File: config.mk
export PLATFORM = sky130hd
export DESIGN_NAME = pws_seq
export DESIGN_NICKNAME = d
export VERILOG_FILES = /design/src/pws_pkg.sv /design/src/pws_sync.sv /design/src/pws_mirror.sv /design/src/pws_seq.sv
export VERILOG_INCLUDE_DIRS = /design/src
export SDC_FILE = /design/constraint.sdc
export NUM_CORES = 1
export LEC_CHECK = 0
export ABC_CLOCK_PERIOD_IN_PS = 7300
export BUFFER_PORTS_ARGS = -buffer_cell sky130_fd_sc_hd__buf_2
export CAP_MARGIN = 10
export CORE_ASPECT_RATIO = 0.7
export CORE_UTILIZATION = 50
export DETAILED_ROUTE_END_ITERATION = 8
export GPL_TIMING_DRIVEN = 0
export PLACE_DENSITY_LB_ADDON = 0.3
export REMOVE_ABC_BUFFERS = 1
export SYNTH_ARGS = -nofsm -noshare
export SYNTH_HDL_FRONTEND = slang
export SYNTH_SLANG_ARGS = --single-unit
File: constraint.sdc
create_clock -name clock -period 7.3 [get_ports clock]
set_clock_uncertainty 0.2 [all_clocks]
set_input_delay 1.095 -clock clock [delete_from_list [all_inputs] [get_ports clock]]
set_output_delay 1.095 -clock clock [all_outputs]
set_load 0.02 [all_outputs]
File: src/pws_consts.svh
// constants for the power and wake sequencer
`ifndef PWS_CONSTS_SVH
`define PWS_CONSTS_SVH
`define PWS_CLK_PERIOD_PS 5000
`define PWS_SETTLE_TIMEOUT_US 200
`define PWS_ADR_CTRL 4'h0
`define PWS_ADR_COUNT 4'h4
`define PWS_ADR_STATUS 4'h8
`define PWS_CTRL_TO_DIS 0
`define PWS_CTRL_COPY_EN 1
`define PWS_CTRL_RET_RAM 2
`define PWS_CTRL_RESET 3'h2
`define PWS_COUNT_RESET 14'h0000
`define PWS_OTP_BASE 13'h0000
`define PWS_RAM_BASE 13'h0000
`endif

File: src/pws_pkg.sv
// types for the power and wake sequencer
package pws_pkg;
    typedef enum logic [3:0] {
        ST_BOOST_CHK,
        ST_BANDGAP,
        ST_LDO,
        ST_XTAL,
        ST_HANDOVER,
        ST_MIRROR,
        ST_RUN,
        ST_SLEEP
    } pws_state_e;
    typedef struct packed {
        logic boostCmp;
        logic buckCmp;
        logic bandgapOk;
        logic coreRegOk;
        logic memRegOk;
        logic xtalOk;
        logic wakePin;
    } pws_analog_s;
    typedef struct packed {
        logic bandgapEn;
        logic coreRegEn;
        logic memRegEn;
        logic dcdcEn;
        logic dcdcBoost;
        logic xtalEn;
    } pws_power_s;
    typedef struct packed {
        logic [12:0] otpAddr;
        logic otpRd;
        logic [12:0] ramAddr;
        logic [31:0] ramData;
        logic ramWe;
    } pws_copy_s;
endpackage

File: src/pws_sync.sv
// three-stage input synchroniser with agreement filter
`timescale 1ns/1ps
module pws_sync #(
    parameter int N = 7
) (
    input wire logic clock,
    input wire logic sys_rst,
    input wire logic [N-1:0] async,
    output logic [N-1:0] synced
);
    typedef struct packed {
        logic [N-1:0] s1;
        logic [N-1:0] s2;
        logic [N-1:0] s3;
        logic [N-1:0] out;
    } pws_sync_s;
    pws_sync_s cur_ff;
    pws_sync_s nxt_cur;
    always_comb
    begin
        nxt_cur = cur_ff;
        nxt_cur.s1 = async;
        nxt_cur.s2 = cur_ff.s1;
        nxt_cur.s3 = cur_ff.s2;
        for (int i = 0; i < N; i++)
        begin
            // only the later two stages decide, the first may be metastable
            if (cur_ff.s2[i] == cur_ff.s3[i])
            begin
                nxt_cur.out[i] = cur_ff.s3[i];
            end
        end
    end
    always_ff @(posedge clock or posedge sys_rst)
    begin
        if (sys_rst)
        begin
            cur_ff <= '0;
        end
        else
        begin
            cur_ff <= nxt_cur;
        end
    end
    assign synced = cur_ff.out;
endmodule

File: src/pws_mirror.sv
// hardware copy engine from program memory into system ram
`timescale 1ns/1ps
`include "pws_consts.svh"
module pws_mirror (
    input wire logic clock,
    input wire logic sys_rst,
    input wire logic start,
    input wire logic [13:0] wordCount,
    input wire logic otpAck,
    input wire logic [31:0] otpData,
    output pws_pkg::pws_copy_s copy,
    output logic done
);
    typedef struct packed {
        logic busy;
        logic waitRd;
        logic [13:0] left;
        pws_pkg::pws_copy_s copy;
        logic done;
    } pws_mir_s;
    pws_mir_s cur_ff;
    pws_mir_s nxt_cur;
    always_comb
    begin
        nxt_cur = cur_ff;
        nxt_cur.copy.ramWe = 1'b0;
        nxt_cur.done = 1'b0;
        if (!cur_ff.busy)
        begin
            if (start)
            begin
                nxt_cur.busy = 1'b1;
                nxt_cur.left = wordCount;
                nxt_cur.copy.otpAddr = `PWS_OTP_BASE;
                nxt_cur.copy.ramAddr = `PWS_RAM_BASE;
            end
        end
        else if (cur_ff.waitRd)
        begin
            if (otpAck)
            begin
                nxt_cur.waitRd = 1'b0;
                nxt_cur.copy.otpRd = 1'b0;
                nxt_cur.copy.ramData = otpData;
                nxt_cur.copy.ramWe = 1'b1;
                nxt_cur.left = cur_ff.left - 14'h0001;
            end
        end
        else if (cur_ff.copy.ramWe)
        begin
            nxt_cur.copy.otpAddr = cur_ff.copy.otpAddr + 13'h0001;
            nxt_cur.copy.ramAddr = cur_ff.copy.ramAddr + 13'h0001;
        end
        else if (cur_ff.left == 14'h0000)
        begin
            nxt_cur.busy = 1'b0;
            nxt_cur.done = 1'b1;
        end
        else
        begin
            nxt_cur.waitRd = 1'b1;
            nxt_cur.copy.otpRd = 1'b1;
        end
    end
    always_ff @(posedge clock or posedge sys_rst)
    begin
        if (sys_rst)
        begin
            cur_ff <= '0;
        end
        else
        begin
            cur_ff <= nxt_cur;
        end
    end
    assign copy = cur_ff.copy;
    assign done = cur_ff.done;
endmodule

File: src/pws_seq.sv
// power-up and wake sequencer with wishbone control registers
`timescale 1ns/1ps
`include "pws_consts.svh"
module pws_seq #(
    parameter int SETTLE_TIMEOUT_CYC =
        (`PWS_SETTLE_TIMEOUT_US * 1000000) / `PWS_CLK_PERIOD_PS
) (
    input wire logic clock,
    input wire logic sys_rst,
    input wire logic wb_cyc_i,
    input wire logic wb_stb_i,
    input wire logic wb_we_i,
    input wire logic [3:0] wb_adr_i,
    input wire logic [3:0] wb_sel_i,
    input wire logic [31:0] wb_dat_i,
    output logic [31:0] wb_dat_o,
    output logic wb_ack_o,
    input wire pws_pkg::pws_analog_s analogIn,
    input wire logic sleepReq,
    output pws_pkg::pws_power_s power,
    output logic cpuRun,
    output logic bootRun,
    output logic coldStart,
    input wire logic otpAck,
    input wire logic [31:0] otpData,
    output pws_pkg::pws_copy_s copy
);
    typedef struct packed {
        pws_pkg::pws_state_e state;
        logic cold;
        logic wasDeep;
        logic timedOut;
        logic [31:0] waitCnt;
        logic mirStart;
        pws_pkg::pws_power_s power;
        logic cpuRun;
        logic bootRun;
        logic [2:0] ctrl;
        logic [13:0] wordCount;
        logic ack;
        logic [31:0] rdata;
    } pws_top_s;

    pws_top_s cur_ff;
    pws_top_s nxt_cur;
    pws_pkg::pws_analog_s ana;
    logic mirDone;
    logic settleOk;
    logic timeUp;
    logic access;

    pws_sync #(
        .N(7)
    ) u_sync (
        .clock(clock),
        .sys_rst(sys_rst),
        .async(analogIn),
        .synced(ana)
    );

    pws_mirror u_mirror (
        .clock(clock),
        .sys_rst(sys_rst),
        .start(cur_ff.mirStart),
        .wordCount(cur_ff.wordCount),
        .otpAck(otpAck),
        .otpData(otpData),
        .copy(copy),
        .done(mirDone)
    );

    // settle condition for the stage in progress
    always_comb
    begin
        case (cur_ff.state)
            pws_pkg::ST_BANDGAP: settleOk = ana.bandgapOk;
            pws_pkg::ST_LDO: settleOk = ana.coreRegOk & ana.memRegOk;
            pws_pkg::ST_XTAL: settleOk = ana.xtalOk;
            default: settleOk = 1'b1;
        endcase
    end

    // a stuck settle line must not hang the chip unless software asks
    assign timeUp = !cur_ff.ctrl[`PWS_CTRL_TO_DIS]
        && (cur_ff.waitCnt >= 32'(SETTLE_TIMEOUT_CYC - 1));

    assign access = wb_cyc_i && wb_stb_i && !cur_ff.ack;

    always_comb
    begin
        nxt_cur = cur_ff;
        nxt_cur.mirStart = 1'b0;
        nxt_cur.ack = access;
        nxt_cur.rdata = 32'h0000_0000;

        // register bus
        if (access && !wb_we_i)
        begin
            case (wb_adr_i)
                `PWS_ADR_CTRL: nxt_cur.rdata = {29'h0, cur_ff.ctrl};
                `PWS_ADR_COUNT: nxt_cur.rdata = {18'h0, cur_ff.wordCount};
                `PWS_ADR_STATUS: nxt_cur.rdata = {20'h0,
                    cur_ff.power.dcdcBoost, cur_ff.timedOut,
                    cur_ff.wasDeep, cur_ff.cold,
                    4'(cur_ff.state), cur_ff.cpuRun, cur_ff.bootRun,
                    cur_ff.power.dcdcEn, cur_ff.power.xtalEn};
                default: nxt_cur.rdata = 32'h0000_0000;
            endcase
        end
        if (access && wb_we_i)
        begin
            case (wb_adr_i)
                `PWS_ADR_CTRL:
                begin
                    if (wb_sel_i[0])
                    begin
                        nxt_cur.ctrl = wb_dat_i[2:0];
                    end
                end
                `PWS_ADR_COUNT:
                begin
                    // only a power-on reset clears it, so it outlives sleep
                    if (wb_sel_i[0])
                    begin
                        nxt_cur.wordCount[7:0] = wb_dat_i[7:0];
                    end
                    if (wb_sel_i[1])
                    begin
                        nxt_cur.wordCount[13:8] = wb_dat_i[13:8];
                    end
                end
                default:
                begin
                end
            endcase
        end

        // sequencer
        if (settleOk)
        begin
            nxt_cur.waitCnt = 32'h0000_0000;
        end
        else
        begin
            nxt_cur.waitCnt = cur_ff.waitCnt + 32'h0000_0001;
        end

        case (cur_ff.state)
            pws_pkg::ST_BOOST_CHK:
            begin
                nxt_cur.waitCnt = 32'h0000_0000;
                if (ana.boostCmp)
                begin
                    nxt_cur.power.dcdcEn = 1'b1;
                    nxt_cur.power.dcdcBoost = 1'b1;
                end
                nxt_cur.power.bandgapEn = 1'b1;
                nxt_cur.state = pws_pkg::ST_BANDGAP;
            end
            pws_pkg::ST_BANDGAP:
            begin
                if (settleOk || timeUp)
                begin
                    nxt_cur.timedOut = cur_ff.timedOut | !settleOk;
                    nxt_cur.waitCnt = 32'h0000_0000;
                    nxt_cur.power.coreRegEn = 1'b1;
                    nxt_cur.power.memRegEn = 1'b1;
                    nxt_cur.state = pws_pkg::ST_LDO;
                end
            end
            pws_pkg::ST_LDO:
            begin
                if (settleOk || timeUp)
                begin
                    nxt_cur.timedOut = cur_ff.timedOut | !settleOk;
                    nxt_cur.waitCnt = 32'h0000_0000;
                    nxt_cur.power.xtalEn = 1'b1;
                    // second check replaces the first-pass mode setting
                    if (ana.boostCmp)
                    begin
                        nxt_cur.power.dcdcEn = 1'b1;
                        nxt_cur.power.dcdcBoost = 1'b1;
                    end
                    else if (ana.buckCmp)
                    begin
                        nxt_cur.power.dcdcEn = 1'b1;
                        nxt_cur.power.dcdcBoost = 1'b0;
                    end
                    else
                    begin
                        nxt_cur.power.dcdcEn = 1'b0;
                        nxt_cur.power.dcdcBoost = 1'b0;
                    end
                    nxt_cur.state = pws_pkg::ST_XTAL;
                end
            end
            pws_pkg::ST_XTAL:
            begin
                if (settleOk || timeUp)
                begin
                    nxt_cur.timedOut = cur_ff.timedOut | !settleOk;
                    nxt_cur.waitCnt = 32'h0000_0000;
                    nxt_cur.state = pws_pkg::ST_HANDOVER;
                end
            end
            pws_pkg::ST_HANDOVER:
            begin
                if (cur_ff.cold)
                begin
                    // software does its own copy on a cold start
                    nxt_cur.bootRun = 1'b1;
                    nxt_cur.cpuRun = 1'b1;
                    nxt_cur.state = pws_pkg::ST_RUN;
                end
                else if (cur_ff.wasDeep
                    && cur_ff.ctrl[`PWS_CTRL_COPY_EN])
                begin
                    nxt_cur.mirStart = 1'b1;
                    nxt_cur.state = pws_pkg::ST_MIRROR;
                end
                else
                begin
                    nxt_cur.cpuRun = 1'b1;
                    nxt_cur.state = pws_pkg::ST_RUN;
                end
            end
            pws_pkg::ST_MIRROR:
            begin
                nxt_cur.waitCnt = 32'h0000_0000;
                if (mirDone)
                begin
                    nxt_cur.cpuRun = 1'b1;
                    nxt_cur.state = pws_pkg::ST_RUN;
                end
            end
            pws_pkg::ST_RUN:
            begin
                nxt_cur.waitCnt = 32'h0000_0000;
                if (sleepReq)
                begin
                    // analog is switched off in either sleep mode
                    nxt_cur.power = '0;
                    nxt_cur.cpuRun = 1'b0;
                    nxt_cur.bootRun = 1'b0;
                    nxt_cur.cold = 1'b0;
                    nxt_cur.wasDeep = !cur_ff.ctrl[`PWS_CTRL_RET_RAM];
                    nxt_cur.timedOut = 1'b0;
                    nxt_cur.state = pws_pkg::ST_SLEEP;
                end
            end
            pws_pkg::ST_SLEEP:
            begin
                nxt_cur.waitCnt = 32'h0000_0000;
                if (ana.wakePin)
                begin
                    nxt_cur.state = pws_pkg::ST_BOOST_CHK;
                end
            end
            default:
            begin
                nxt_cur.state = pws_pkg::ST_BOOST_CHK;
            end
        endcase
    end

    always_ff @(posedge clock or posedge sys_rst)
    begin
        if (sys_rst)
        begin
            cur_ff <= '0;
            cur_ff.state <= pws_pkg::ST_BOOST_CHK;
            cur_ff.cold <= 1'b1;
            cur_ff.ctrl <= `PWS_CTRL_RESET;
            cur_ff.wordCount <= `PWS_COUNT_RESET;
        end
        else
        begin
            cur_ff <= nxt_cur;
        end
    end

    assign wb_dat_o = cur_ff.rdata;
    assign wb_ack_o = cur_ff.ack;
    assign power = cur_ff.power;
    assign cpuRun = cur_ff.cpuRun;
    assign bootRun = cur_ff.bootRun;
    assign coldStart = cur_ff.cold;
endmodule

After elaboration in Yosys (flattened, before gate mapping). Index checks and enable logic that the tools add are counted.

Flip-flop bits (word level): 203. Input bits: 86. Output and inout bits: 102. Word-level logic and storage cells: 180.

Add/subtract/negate cells: 4. $lt $le $gt $ge: 1. Equality and inequality tests: 33. Multiplexer cells: 61. Bitwise logic cells: 2. Reductions and logical operators: 41.

Operators with widths (number): $mux W13 (6); $pmux W32 S2 (1); $mux W27 (2); $pmux W14 S3 (1); $mux W33 (1); $add A32 B1 Y32 const B (1); $ge A32 B16 Y1 const B (1); $mux W32 (1); $pmux W4 S8 (1); $reduce_and A3 Y1 (10); $mux W14 (2); $add A13 B1 Y13 const B (2); $mux W1 (21); $eq A4 B3 Y1 const B (5); $mux W4 (5); $ne A2 B2 Y1 const B (10); $mux W2 (8); $mux W15 (1); $logic_not A14 Y1 (1); $sub A14 B1 Y14 const B (1); $ne A2 B1 Y1 const B (6); $reduce_and A4 Y1 (3); $reduce_bool A2 Y1 (6); $eq A4 B2 Y1 const B (2); other kinds (22) (44).

Depth between registers and ports, before layout. Gate-level depths: netlist of the first run.

Depth after elaboration: 6. Mapped depth: 7. Depth with buffers taken out: 7.

Cells and area by module. Synthesis of the first run repeated with hierarchy kept, for this count alone.

Cell total of the unflattened synthesis: 806. Area total of the unflattened synthesis: 8933.6 um^2.

By module, submodules not included: pws_mirror (times used 1, cells an instance 386, area an instance 4142.7 um^2, sequential area each 1926.8 um^2); pws_seq (times used 1, cells an instance 377, area an instance 3955.0 um^2, sequential area each 1954.4 um^2); pws_sync (times used 1, cells an instance 43, area an instance 835.8 um^2, sequential area each 700.7 um^2).

Worst setup path after synthesis of the first run. OpenSTA, ideal clock, no wires.

Path type: input port to flip-flop. From: input wb_adr_i[3]. To: register, netlist name cur_ff[33]. Setup time: 0.125 ns. Arrival: 2.550 ns. Required time: 6.975 ns. Slack: 4.425 ns. Stages: 5. Buffers on the path: 1. Cells stage by stage: clkbuf_1 > nor4b_1 > nand2_1 > nor2_1 > mux2_2.

Cells in the longest elaborated chain, start to end: 2.

Ends and longest elaborated chain: start, declared (RTL line pws_seq.sv:13) `input wire logic [3:0] wb_adr_i,`; $eq A4 B3 Y1 (RTL line pws_seq.sv:112) `case (wb_adr_i)`; $reduce_and A3 Y1 (no line).

No other way between the ends. A chain may end at the register's enable or synchronous reset.

Worst setup path after layout of the first run.
From: input otpAck. To: register u_mirror.cur_ff[65] (netlist name).

Cells in the longest elaborated chain, start to end: 2.

Ends and longest elaborated chain: start, declared (RTL line pws_seq.sv:24) `input wire logic otpAck,`; $ne A2 B2 Y1 (no line); $reduce_and A3 Y1 (no line); end signal, assigned (RTL line pws_mirror.sv:73) `cur_ff <= nxt_cur;`; end, declared (RTL line pws_mirror.sv:21) `pws_mir_s cur_ff;`.

No other way between the ends.

==> results of run 1 <==
cells in the final DEF, fill, tap and decap left out, types with 5 or more instances in the layout:
cell	Yosys	final
a21oi_1	26	26
a22oi_1	18	18
and2_1	8	8
and3_1	10	10
and4_1	5	5
buf_2	2	149
clkbuf_16	0	17
conb_1	1	18
dfrtp_1	181	181
inv_1	15	14
maj3_1	7	7
mux2_2	51	51
nand2_1	50	50
nand3_1	19	19
nand4_1	18	18
nor2_1	91	91
nor2b_1	10	9
nor3_1	17	17
nor4_1	13	12
o21ai_0	44	44
or3_1	10	10
xnor2_1	20	20
xor2_1	24	24
critical path, stage by stage:
cell	delay, ns
buf_2	0.11
nand3_1	0.15
clkinv_1	0.46
nor2_1	1.00
o21ai_0	0.23
o21ai_0	0.14
registers in the layout (all words and copies together) (netlist names):
name and count:
u_sync.cur_ff 21, cpuRun 1, u_mirror.done 1, wb_dat_o 14, wb_ack_o 1, u_mirror.copy 60
power 5, u_sync.synced 7, coldStart 1, u_mirror.cur_ff 16, cur_ff 55, bootRun 1
logic make-up (layout without fill, tap and decap cells):
family,count (synthesis),count (layout),synth area share [%]
AO/OA/AOI/OAI,110,110,7.68
XOR/XNOR,44,44,4.49
adder cells (fa/ha/maj),11,11,1.40
buffers and inverters,142,202,10.5
flip-flops,183,183,53.4
multiplexers,55,55,7.16
other,1,18,0.0437
AND/OR/NAND/NOR,267,267,15.3
power breakdown:
group	internal (mW)	switching (mW)	leakage (nW)
clock network	0.518	0.397	0.285
registers	1.12	0.126	2.42
logic	0.248	0.364	1.86
total	1.89	0.887	4.56
stage by stage:
stage          hold WS [ns]  total power, mW
3_5_place_dp          0.135             1.85
3_3_place_gp          0.134             1.84
6_report              0.148             2.78
2_1_floorplan         0.131             1.64
4_1_cts               0.151             2.78
5_1_grt               0.159             2.92
metal layers:
metal	vias to the layer above	wire length, um	share of wire, %	global-route usage, %
met3	15	1190	6.8	6.11
met2	195	7440	43	29.4
met5	-	0	0	0
li1	2828	-	-	-
met4	0	193	1.1	6.03
met1	2849	8580	49	31.7
worst paths after layout:
| path | endpoint | cells past startpoint | start |
|---|---|---|---|
| max in group asynchronous | cur_ff[68] | 3 | sys_rst |
| min reg2reg | u_sync.cur_ff[16] | 0 | u_sync.cur_ff[23] |
| max | u_mirror.cur_ff[65] | 6 | otpAck |
| max reg2reg | u_mirror.cur_ff[65] | 5 | u_mirror.cur_ff[76] |
| min | u_sync.cur_ff[16] | 0 | u_sync.cur_ff[23] |
| min in group asynchronous | u_mirror.copy[22] | 2 | sys_rst |
cell usage after synthesis, types with 2 or more instances:
cell and count:
a2111oi_0 2, a21o_1 2, a21oi_1 26, a22oi_1 18, a2bb2oi_1 2, a31oi_1 4, and2_1 8, and3_1 10
and4_1 5, buf_1 5, buf_2 2, buf_4 98, clkbuf_1 21, dfrtp_1 181, dfstp_2 2, ha_1 4
inv_1 15, maj3_1 7, mux2_2 51, mux2i_1 4, nand2_1 50, nand3_1 19, nand3b_1 4, nand4_1 18
nor2_1 91, nor2b_1 10, nor3_1 17, nor3b_1 2, nor4_1 13, nor4b_1 3, o21a_1 2, o21ai_0 44
o22ai_1 2, or3_1 10, or4_1 2, xnor2_1 20, xor2_1 24
final cells by class:
class                      instances  area (sq um)  area share, %
clock inverter                    13           146           1.53
tap                              225           282           2.95
inverter                          16          67.6          0.708
sequential                       183          4580           48.0
clock buffer                      19           443           4.64
timing repair buffer             154           851           8.91
multi-input combinational        505          3170           33.3
==> impl_metrics.json, run 1 <==
{
  "outcome": "completed",
  "cp.arrival_ns": 3.18,
  "via_per_inst": 5.28,
  "dp_cells": 1081,
  "h-tree-depth": 4,
  "yosys_most_used_dff": "dfrtp_1",
  "synth_top_area_cell": "dfrtp_1",
  "tightest_slew_ns": 1.08,
  "ios": 188,
  "cts.reportedPaths.clkPinSlew_ns": 0.07,
  "p_per_area_mw_per_mm2": 291,
  "final.min_clock_period_ns": 3.05,
  "clockBufferDepth": 2,
  "gr-usage-all-layers_pct": 21.1,
  "drtIter0Drc": 477,
  "stdcell_area_sq_mm": 0.00955,
  "crit_type": "primary input to flip-flop",
  "p_leak_nw": 4.56,
  "io_buffers": 149,
  "post-dp-hpwl_um": 12200,
  "ir_worst_vdd_mv": 0.161,
  "worstPathMaxFanout": 21,
  "row_count": 39,
  "period_share_pct": 41.8,
  "synth-edff-count": 0,
  "grt_pass1_wl_um": 29000,
  "crit_required_ns": 7.43,
  "fin_nets": 967,
  "cts_root_buf": "clkbuf_16",
  "fp.coreArea_sq_mm": 0.0165,
  "insertion_delay_ns": 0.43,
  "synth_area_leaders": "dfrtp_1 53%, buf_4 8.6%, mux2_2 6.7%",
  "die_area_sq_mm": 0.0177,
  "routed_wl_um": 17400,
  "start_util_pct": 51.9,
  "fmax_mhz": 327,
  "die_y_um": 112,
  "ys_async_sr_fraction_pct": 100,
  "cts_buffers": 17,
  "ys_seq_area_share_pct": 53.4,
  "yosys.area.top_type_share_pct": 52.8,
  "layout.cells.non_filler": 1115,
  "syn_area_sq_mm": 0.00858,
  "drtPass1Iterations": 5,
  "nFillCells": 1445,
  "cts_hold_buf": 0,
  "post-cts-setup-buffers": 0,
  "setup_viol": 0,
  "hold_class": "flip-flop to flip-flop",
  "syn_to_final_growth_pct": 11.2,
  "dp_slack_ns": 3.14,
  "ys_seq_elements": 183,
  "utilization_pct": 57.7,
  "gr-total-overflow": 0,
  "first_global_vias": 5669,
  "cp-end-kind": "flip-flop",
  "drive_above_1_share_pct": 27.3,
  "max-cap-violations": 0,
  "grt_max_degree": 120,
  "antenna_left": 0,
  "r2r_slack_ns": 4.52,
  "gp_congestion": 0.844,
  "diodes": 0,
  "setup-tns-final_ns": 0,
  "syn_avg_cell_area_sq_um": 10.6,
  "num_vias": 5887,
  "grt_antenna_before_repair": 0,
  "ctsResizeCount": 0,
  "ys_warn_count": 0,
  "drt-wirelength-per-cell_um": 15.6,
  "synth_cells": 813,
  "final_max_slew_viol_count": 0,
  "cts_tree": "yes",
  "cp-start-kind": "primary input",
  "rsz0062_at_grt": "false",
  "yosys.cell_types.count": 52,
  "maxSlewHeadroom_pct": 27.8,
  "hold_viol": 0,
  "setup_ws_ns": 4.25,
  "dpl_cell_area_sq_mm": 0.00889,
  "fp.dieW_um": 159,
  "cts_sinks": 183,
  "drcViolationCount": 0
}
No activity file was read; power rests on OpenSTA's default activity.
==> run 2, diff against run 1 <==
--- a/config.mk
+++ b/config.mk
@@ -6,11 +6,11 @@
 export SDC_FILE = /design/constraint.sdc
 export NUM_CORES = 1
 export LEC_CHECK = 0
-export ABC_CLOCK_PERIOD_IN_PS = 7300
+export ABC_CLOCK_PERIOD_IN_PS = 2600
 export BUFFER_PORTS_ARGS = -buffer_cell sky130_fd_sc_hd__buf_2
 export CAP_MARGIN = 10
 export CORE_ASPECT_RATIO = 0.7
-export CORE_UTILIZATION = 50
+export CORE_UTILIZATION = 49
 export DETAILED_ROUTE_END_ITERATION = 8
 export GPL_TIMING_DRIVEN = 0
 export PLACE_DENSITY_LB_ADDON = 0.3
==> constraint.sdc (replaced) <==
create_clock -name clock -period 2.6 [get_ports clock]
set_clock_uncertainty 0.2 [all_clocks]
set_input_delay 0.39 -clock clock [delete_from_list [all_inputs] [get_ports clock]]
set_output_delay 0.39 -clock clock [all_outputs]
set_load 0.02 [all_outputs]
==> impl_metrics.json, run 2 (same netlist as run 1, synthesis figures left out) <==
{
  "diodes": 0,
  "insertion_delay_ns": 0.43,
  "drtIter0Drc": 326,
  "slowest_delay_ns": 0.47,
  "fin_hold_ws_ns": 0.0345,
  "p_per_area_mw_per_mm2": 783,
  "grt_util_met1_pct": 30.5,
  "dpl_cell_area_sq_mm": 0.00891,
  "drive_above_1_share_pct": 26.2,
  "fp.dieW_um": 160,
  "cp-end-kind": "flip-flop",
  "stdcell_area_sq_mm": 0.0101,
  "syn_to_final_growth_pct": 17.5,
  "fin_nets": 1020,
  "cts_sinks": 183,
  "largest_reg_flops": 60,
  "first_global_vias": 5867,
  "fp.coreArea_sq_mm": 0.0172,
  "tightest_slew_ns": 0.859,
  "antenna_left": 0,
  "crit_family": "simple AND/OR/NAND/NOR gates",
  "gr-usage-all-layers_pct": 21.2,
  "cts.reportedPaths.clkPinSlew_ns": 0.07,
  "drtPass1Iterations": 6,
  "crit_buf_inv": 0,
  "final_max_slew_viol_count": 0,
  "io_buffers": 149,
  "cts_tree": "yes",
  "maxSlewHeadroom_pct": 42.5,
  "cts_root_buf": "clkbuf_16",
  "die_y_um": 113,
  "num_vias": 6107,
  "max-cap-violations": 0,
  "outcome": "completed",
  "grt_pass1_wl_um": 30100,
  "gr-total-overflow": 0,
  "start_util_pct": 50.0,
  "die_area_sq_mm": 0.0181,
  "p_leak_nw": 4.78,
  "h-tree-depth": 4,
  "drcViolationCount": 0,
  "setup_ws_ns": 0.177,
  "utilization_pct": 58.7,
  "setup-tns-final_ns": 0,
  "hold_class": "primary input to flip-flop",
  "cts_buffers": 17,
  "period_share_pct": 93.2,
  "via_per_inst": 5.20,
  "cp_slowest_cell": "or3b_4",
  "grt_antenna_before_repair": 0,
  "fmax_mhz": 413,
  "use_met3_pct": 5.46,
  "drt-wirelength-per-cell_um": 15.6,
  "row_count": 40,
  "grt_max_degree": 109,
  "final_cell_mix": "181 x dfrtp_1, 150 x buf_2, 90 x nor2_1",
  "top_usage_layer": "met2",
  "worst_path_most_repeated_cell": "or3_1",
  "gp_congestion": 0.843,
  "final_common_cell": "dfrtp_1",
  "worstPathMaxFanout": 9,
  "cp-start-kind": "flip-flop",
  "final.min_clock_period_ns": 2.42,
  "grtUsageMet2_pct": 31.6,
  "clockBufferDepth": 2,
  "crit_required_ns": 2.74,
  "cp.arrival_ns": 2.57,
  "hold_viol": 0,
  "ir_worst_vdd_mv": 0.464,
  "crit_type": "flip-flop to flip-flop",
  "ios": 188,
  "setup_viol": 0,
  "routed_wl_um": 18300,
  "worstPathCellList": "and4_1 > or3b_4 > or3_1 > or3_1 > a21oi_1",
  "post-dp-hpwl_um": 12200,
  "dp_slack_ns": -0.921
}
## run 2: cell types whose count changed in the layout (fill, tap and decap cells not counted), sizes merged
| cell | previous run | this run |
|---|---|---|
| buf | 154 | 153 |
| clkbuf | 19 | 18 |
| clkinv | 6 | 1 |
| clkinvlp | 2 | 4 |
| dlygate4sd3 | 0 | 54 |
| inv | 19 | 23 |
## run 2: path summary, 6_finish.rpt
path | startpoint | endpoint | slack [ns] | cells after the start
hold / removal | wb_stb_i | wb_ack_o | 0.03 | 3
min in group asynchronous | sys_rst | u_mirror.copy[5] | 0.36 | 3
hold reg to reg | u_sync.cur_ff[23] | u_sync.cur_ff[16] | 0.15 | 0
setup / recovery | cur_ff[61] | cur_ff[84] | 0.18 | 5
max in group asynchronous | sys_rst | cur_ff[36] | 0.90 | 4
setup reg to reg | cur_ff[61] | cur_ff[84] | 0.18 | 5
## run 2: where the power goes
group / internal (mW) / leakage, nW / switching, mW
Combinational: 0.716 / 2.08 / 1.04
Clock: 1.44 / 0.277 / 1.17
Sequential: 3.15 / 2.42 / 0.371
Total: 5.31 / 4.78 / 2.57
## run 2: layout make-up
class	instances	area [sq um]
Clock buffer	18	429
Tap cell	231	289
Clock inverter	14	163
Fill cell	1420	7090
Inverter	16	68.8
Multi-Input combinational cell	505	3210
Sequential cell	183	4580
Timing Repair Buffer	207	1340
## run 2: stage by stage
step,cells,power (mW)
floorplan,704,4.60
global placement,1084,5.16
detailed placement,1088,5.20
global route,1174,8.30
CTS,1174,7.91
finish,1174,7.89
## run 2: what timing repair did
action / CTS / global route
endpoints found under the hold margin: 130 / 0
pin swaps: 0 / 0
hold buffers: 54 / 0
resized for setup: 5 / 6
setup buffers: 0 / 0
endpoints found under the setup margin: 63 / 26
## run 2: per-layer routing
layer  wire length [um]  part of all wire [%]  vias to the layer above
met5                  0                     0                        -
met4                242                   1.3                        0
met3               1130                   6.2                       20
met2               7890                    43                      188
met1               9010                    49                     2961
li1                   -                     -                     2938
## run 2: worst min-delay path: stages
cell and delay [ns]:
buf_2 0.09, nand2_1 0.06, nor2_1 0.07
==> run 3, diff against run 2 <==
--- a/config.mk
+++ b/config.mk
@@ -10,11 +10,12 @@
 export BUFFER_PORTS_ARGS = -buffer_cell sky130_fd_sc_hd__buf_2
 export CAP_MARGIN = 10
 export CORE_ASPECT_RATIO = 0.7
-export CORE_UTILIZATION = 49
+export CORE_UTILIZATION = 50
 export DETAILED_ROUTE_END_ITERATION = 8
 export GPL_TIMING_DRIVEN = 0
 export PLACE_DENSITY_LB_ADDON = 0.3
 export REMOVE_ABC_BUFFERS = 1
 export SYNTH_ARGS = -nofsm -noshare
 export SYNTH_HDL_FRONTEND = slang
+export SYNTH_HIERARCHICAL = 1
 export SYNTH_SLANG_ARGS = --single-unit
==> constraint.sdc (replaced) <==
create_clock -name clock -period 2.6 [get_ports clock]
set_clock_uncertainty 0.2 [all_clocks]
set_input_delay 0.13 -clock clock [delete_from_list [all_inputs] [get_ports clock]]
set_output_delay 0.13 -clock clock [all_outputs]
set_load 0.02 [all_outputs]
==> impl_metrics.json, run 3 <==
{
  "p_leak_nw": 5.10,
  "gp_congestion": 0.844,
  "via_per_inst": 5.35,
  "synth_area_leaders": "dfrtp_1 51%, buf_4 9.0%, mux2_2 6.6%",
  "fp.coreArea_sq_mm": 0.0173,
  "synth-edff-count": 0,
  "cts.reportedPaths.clkPinSlew_ns": 0.08,
  "diodes": 0,
  "dp_cells": 1075,
  "dp_slack_ns": -0.247,
  "ys_seq_elements": 183,
  "gr-usage-all-layers_pct": 22.7,
  "gr-total-overflow": 0,
  "cts_sinks": 183,
  "post-cts-setup-buffers": 0,
  "seqPwrFrac_pct": 43.9,
  "period_share_pct": 95.2,
  "syn_to_final_growth_pct": 18.0,
  "synth_cells": 806,
  "insertion_delay_ns": 0.44,
  "largest_reg_flops": 60,
  "cts_tree": "yes",
  "reg2regPathDepth": 5,
  "critical_path_depth": 5,
  "setup_viol": 0,
  "drtIter0Drc": 542,
  "routed_wl_um": 19700,
  "syn_area_sq_mm": 0.00893,
  "setup-tns-final_ns": 0,
  "crit_required_ns": 2.71,
  "fin_nets": 1023,
  "cp-end-kind": "flip-flop",
  "crit_family": "compound AO/OA/AOI/OAI gates",
  "crit_type": "flip-flop to flip-flop",
  "tightest_slew_ns": 1.00,
  "worstPathMaxFanout": 6,
  "ys_warn_count": 6,
  "ys_seq_area_share_pct": 51.3,
  "setup_ws_ns": 0.124,
  "grt_max_degree": 71,
  "p_sw_mw": 3.03,
  "die_area_sq_mm": 0.0184,
  "final.min_clock_period_ns": 2.48,
  "yosys.cell_types.count": 80,
  "cp.arrival_ns": 2.59,
  "drtPass1Iterations": 5,
  "outcome": "completed",
  "layout.cells.non_filler": 1177,
  "nFillCells": 1405,
  "num_vias": 6292,
  "io_buffers": 149,
  "fp.dieW_um": 162,
  "max-cap-violations": 0,
  "cp-start-kind": "flip-flop",
  "drt-wirelength-per-cell_um": 16.7,
  "pwr-share-clk_pct": 30.5,
  "intPower_mw": 5.46,
  "clockBufferDepth": 2,
  "cp_slowest_cell": "o41ai_4",
  "combPwrFrac_pct": 25.6,
  "first_global_vias": 6326,
  "fmax_mhz": 404,
  "yosys.area.top_type_share_pct": 50.7,
  "grt_antenna_before_repair": 0,
  "antenna_left": 0,
  "crit_buf_inv": 0,
  "die_y_um": 114,
  "yosys_most_used_dff": "dfrtp_1",
  "grt_pass1_wl_um": 32700,
  "cts_root_buf": "clkbuf_16",
  "drcViolationCount": 0,
  "syn_avg_cell_area_sq_um": 11.1,
  "final_common_cell": "dfrtp_1",
  "cts_buffers": 17,
  "row_count": 40,
  "p_per_area_mw_per_mm2": 805,
  "synth_top_area_cell": "dfrtp_1",
  "hold_viol": 0,
  "drive_above_1_share_pct": 30.3,
  "post-dp-hpwl_um": 12700,
  "final_cell_mix": "179 x dfrtp_1, 149 x buf_2, 93 x nor2_1",
  "final_max_slew_viol_count": 0,
  "maxSlewHeadroom_pct": 33.1,
  "synth_commonest_cells": "181 x dfrtp_1, 107 x buf_4, 94 x nor2_1, 52 x mux2_2, 34 x nand2_1",
  "ys_async_sr_fraction_pct": 100,
  "hold_class": "primary input to asynchronous set/reset pin",
  "worstPathCellList": "nor4_2 > nand4_1 > o41ai_4 > a21oi_1 > mux2_1",
  "h-tree-depth": 4,
  "synth_most_common_cell": "dfrtp_1",
  "ir_worst_vdd_mv": 0.447,
  "fin_hold_ws_ns": 0.0304,
  "slowest_delay_ns": 0.60,
  "ios": 188,
  "start_util_pct": 51.6,
  "swShare_pct": 35.7
}
run 3: final cells by class:
type                    count  area [sq um]  area share (%)
clock inverters            15           178            1.68
multi-input cells         489          3460            32.8
inverters                  18          77.6           0.736
flip-flops and latches    183          4580            43.5
clock buffers              17           425            4.03
repair buffers            224          1530            14.5
well taps                 231           289            2.74
run 3: timing repair:
action | in CTS | in global routing
hold endpoints to repair | 248 | 0
gates resized for setup | 5 | 5
gates cloned | 0 | 0
setup endpoints to repair | 39 | 8
pin swaps | 3 | 1
hold buffers | 70 | 0
run 3: layer usage:
| metal | wire, um | track usage [%] |
|---|---|---|
| met3 | 1210 | 5.67 |
| met1 | 9630 | 33.5 |
| met4 | 276 | 7.30 |
| met5 | 0 | 0 |
| met2 | 8590 | 32.6 |
run 3: per-stage QoR:
stage / total power, mW / instance area, sq um / utilization (%)
floorplan: 5.06 / 8060 / -
global placement: 5.73 / 9100 / 52.5
detailed placement: 5.78 / 9200 / 53.1
CTS: 8.49 / 10500 / 60.7
global route: 8.92 / 10500 / 60.9
finish: 8.49 / 10500 / 60.9
run 3: kinds of logic (layout without fill, tap and decap cells):
group	count (synthesis)	in the layout	share of synthesized area, %
fa+ha+maj	11	11	1.44
simple gates	251	251	15.6
mux	57	57	7.13
compound gates	106	106	8.80
buf+inv	151	274	11.2
other cells	1	18	0.0420
xor+xnor	46	46	4.51
flops	183	183	51.3
run 3: power groups by stage:
stage / clock network (mW) / registers, mW / logic (mW)
4_1_cts: 2.64 / 3.71 / 2.14
3_5_place_dp: 0 / 3.74 / 2.04
2_1_floorplan: 0 / 3.96 / 1.10
5_1_grt: 2.76 / 3.80 / 2.36
3_3_place_gp: 0 / 3.74 / 1.99
6_report: 2.59 / 3.73 / 2.17
run 3: worst paths after layout:
check,start,endpoint,slack [ns]
max,cur_ff[85],cur_ff[94],0.12
max in group asynchronous,sys_rst,u_mirror/cur_ff[61],1.07
max reg2reg,cur_ff[85],cur_ff[94],0.12
min in group clock,wb_adr_i[2],wb_dat_o[2],0.05
min reg2reg,u_sync/cur_ff[25],u_sync/cur_ff[18],0.15
min,sys_rst,cur_ff[66],0.03
run 3: worst min-delay path: cells and delay by family:
kind,cells,cell delay (ns)
buf+inv,3,0.96
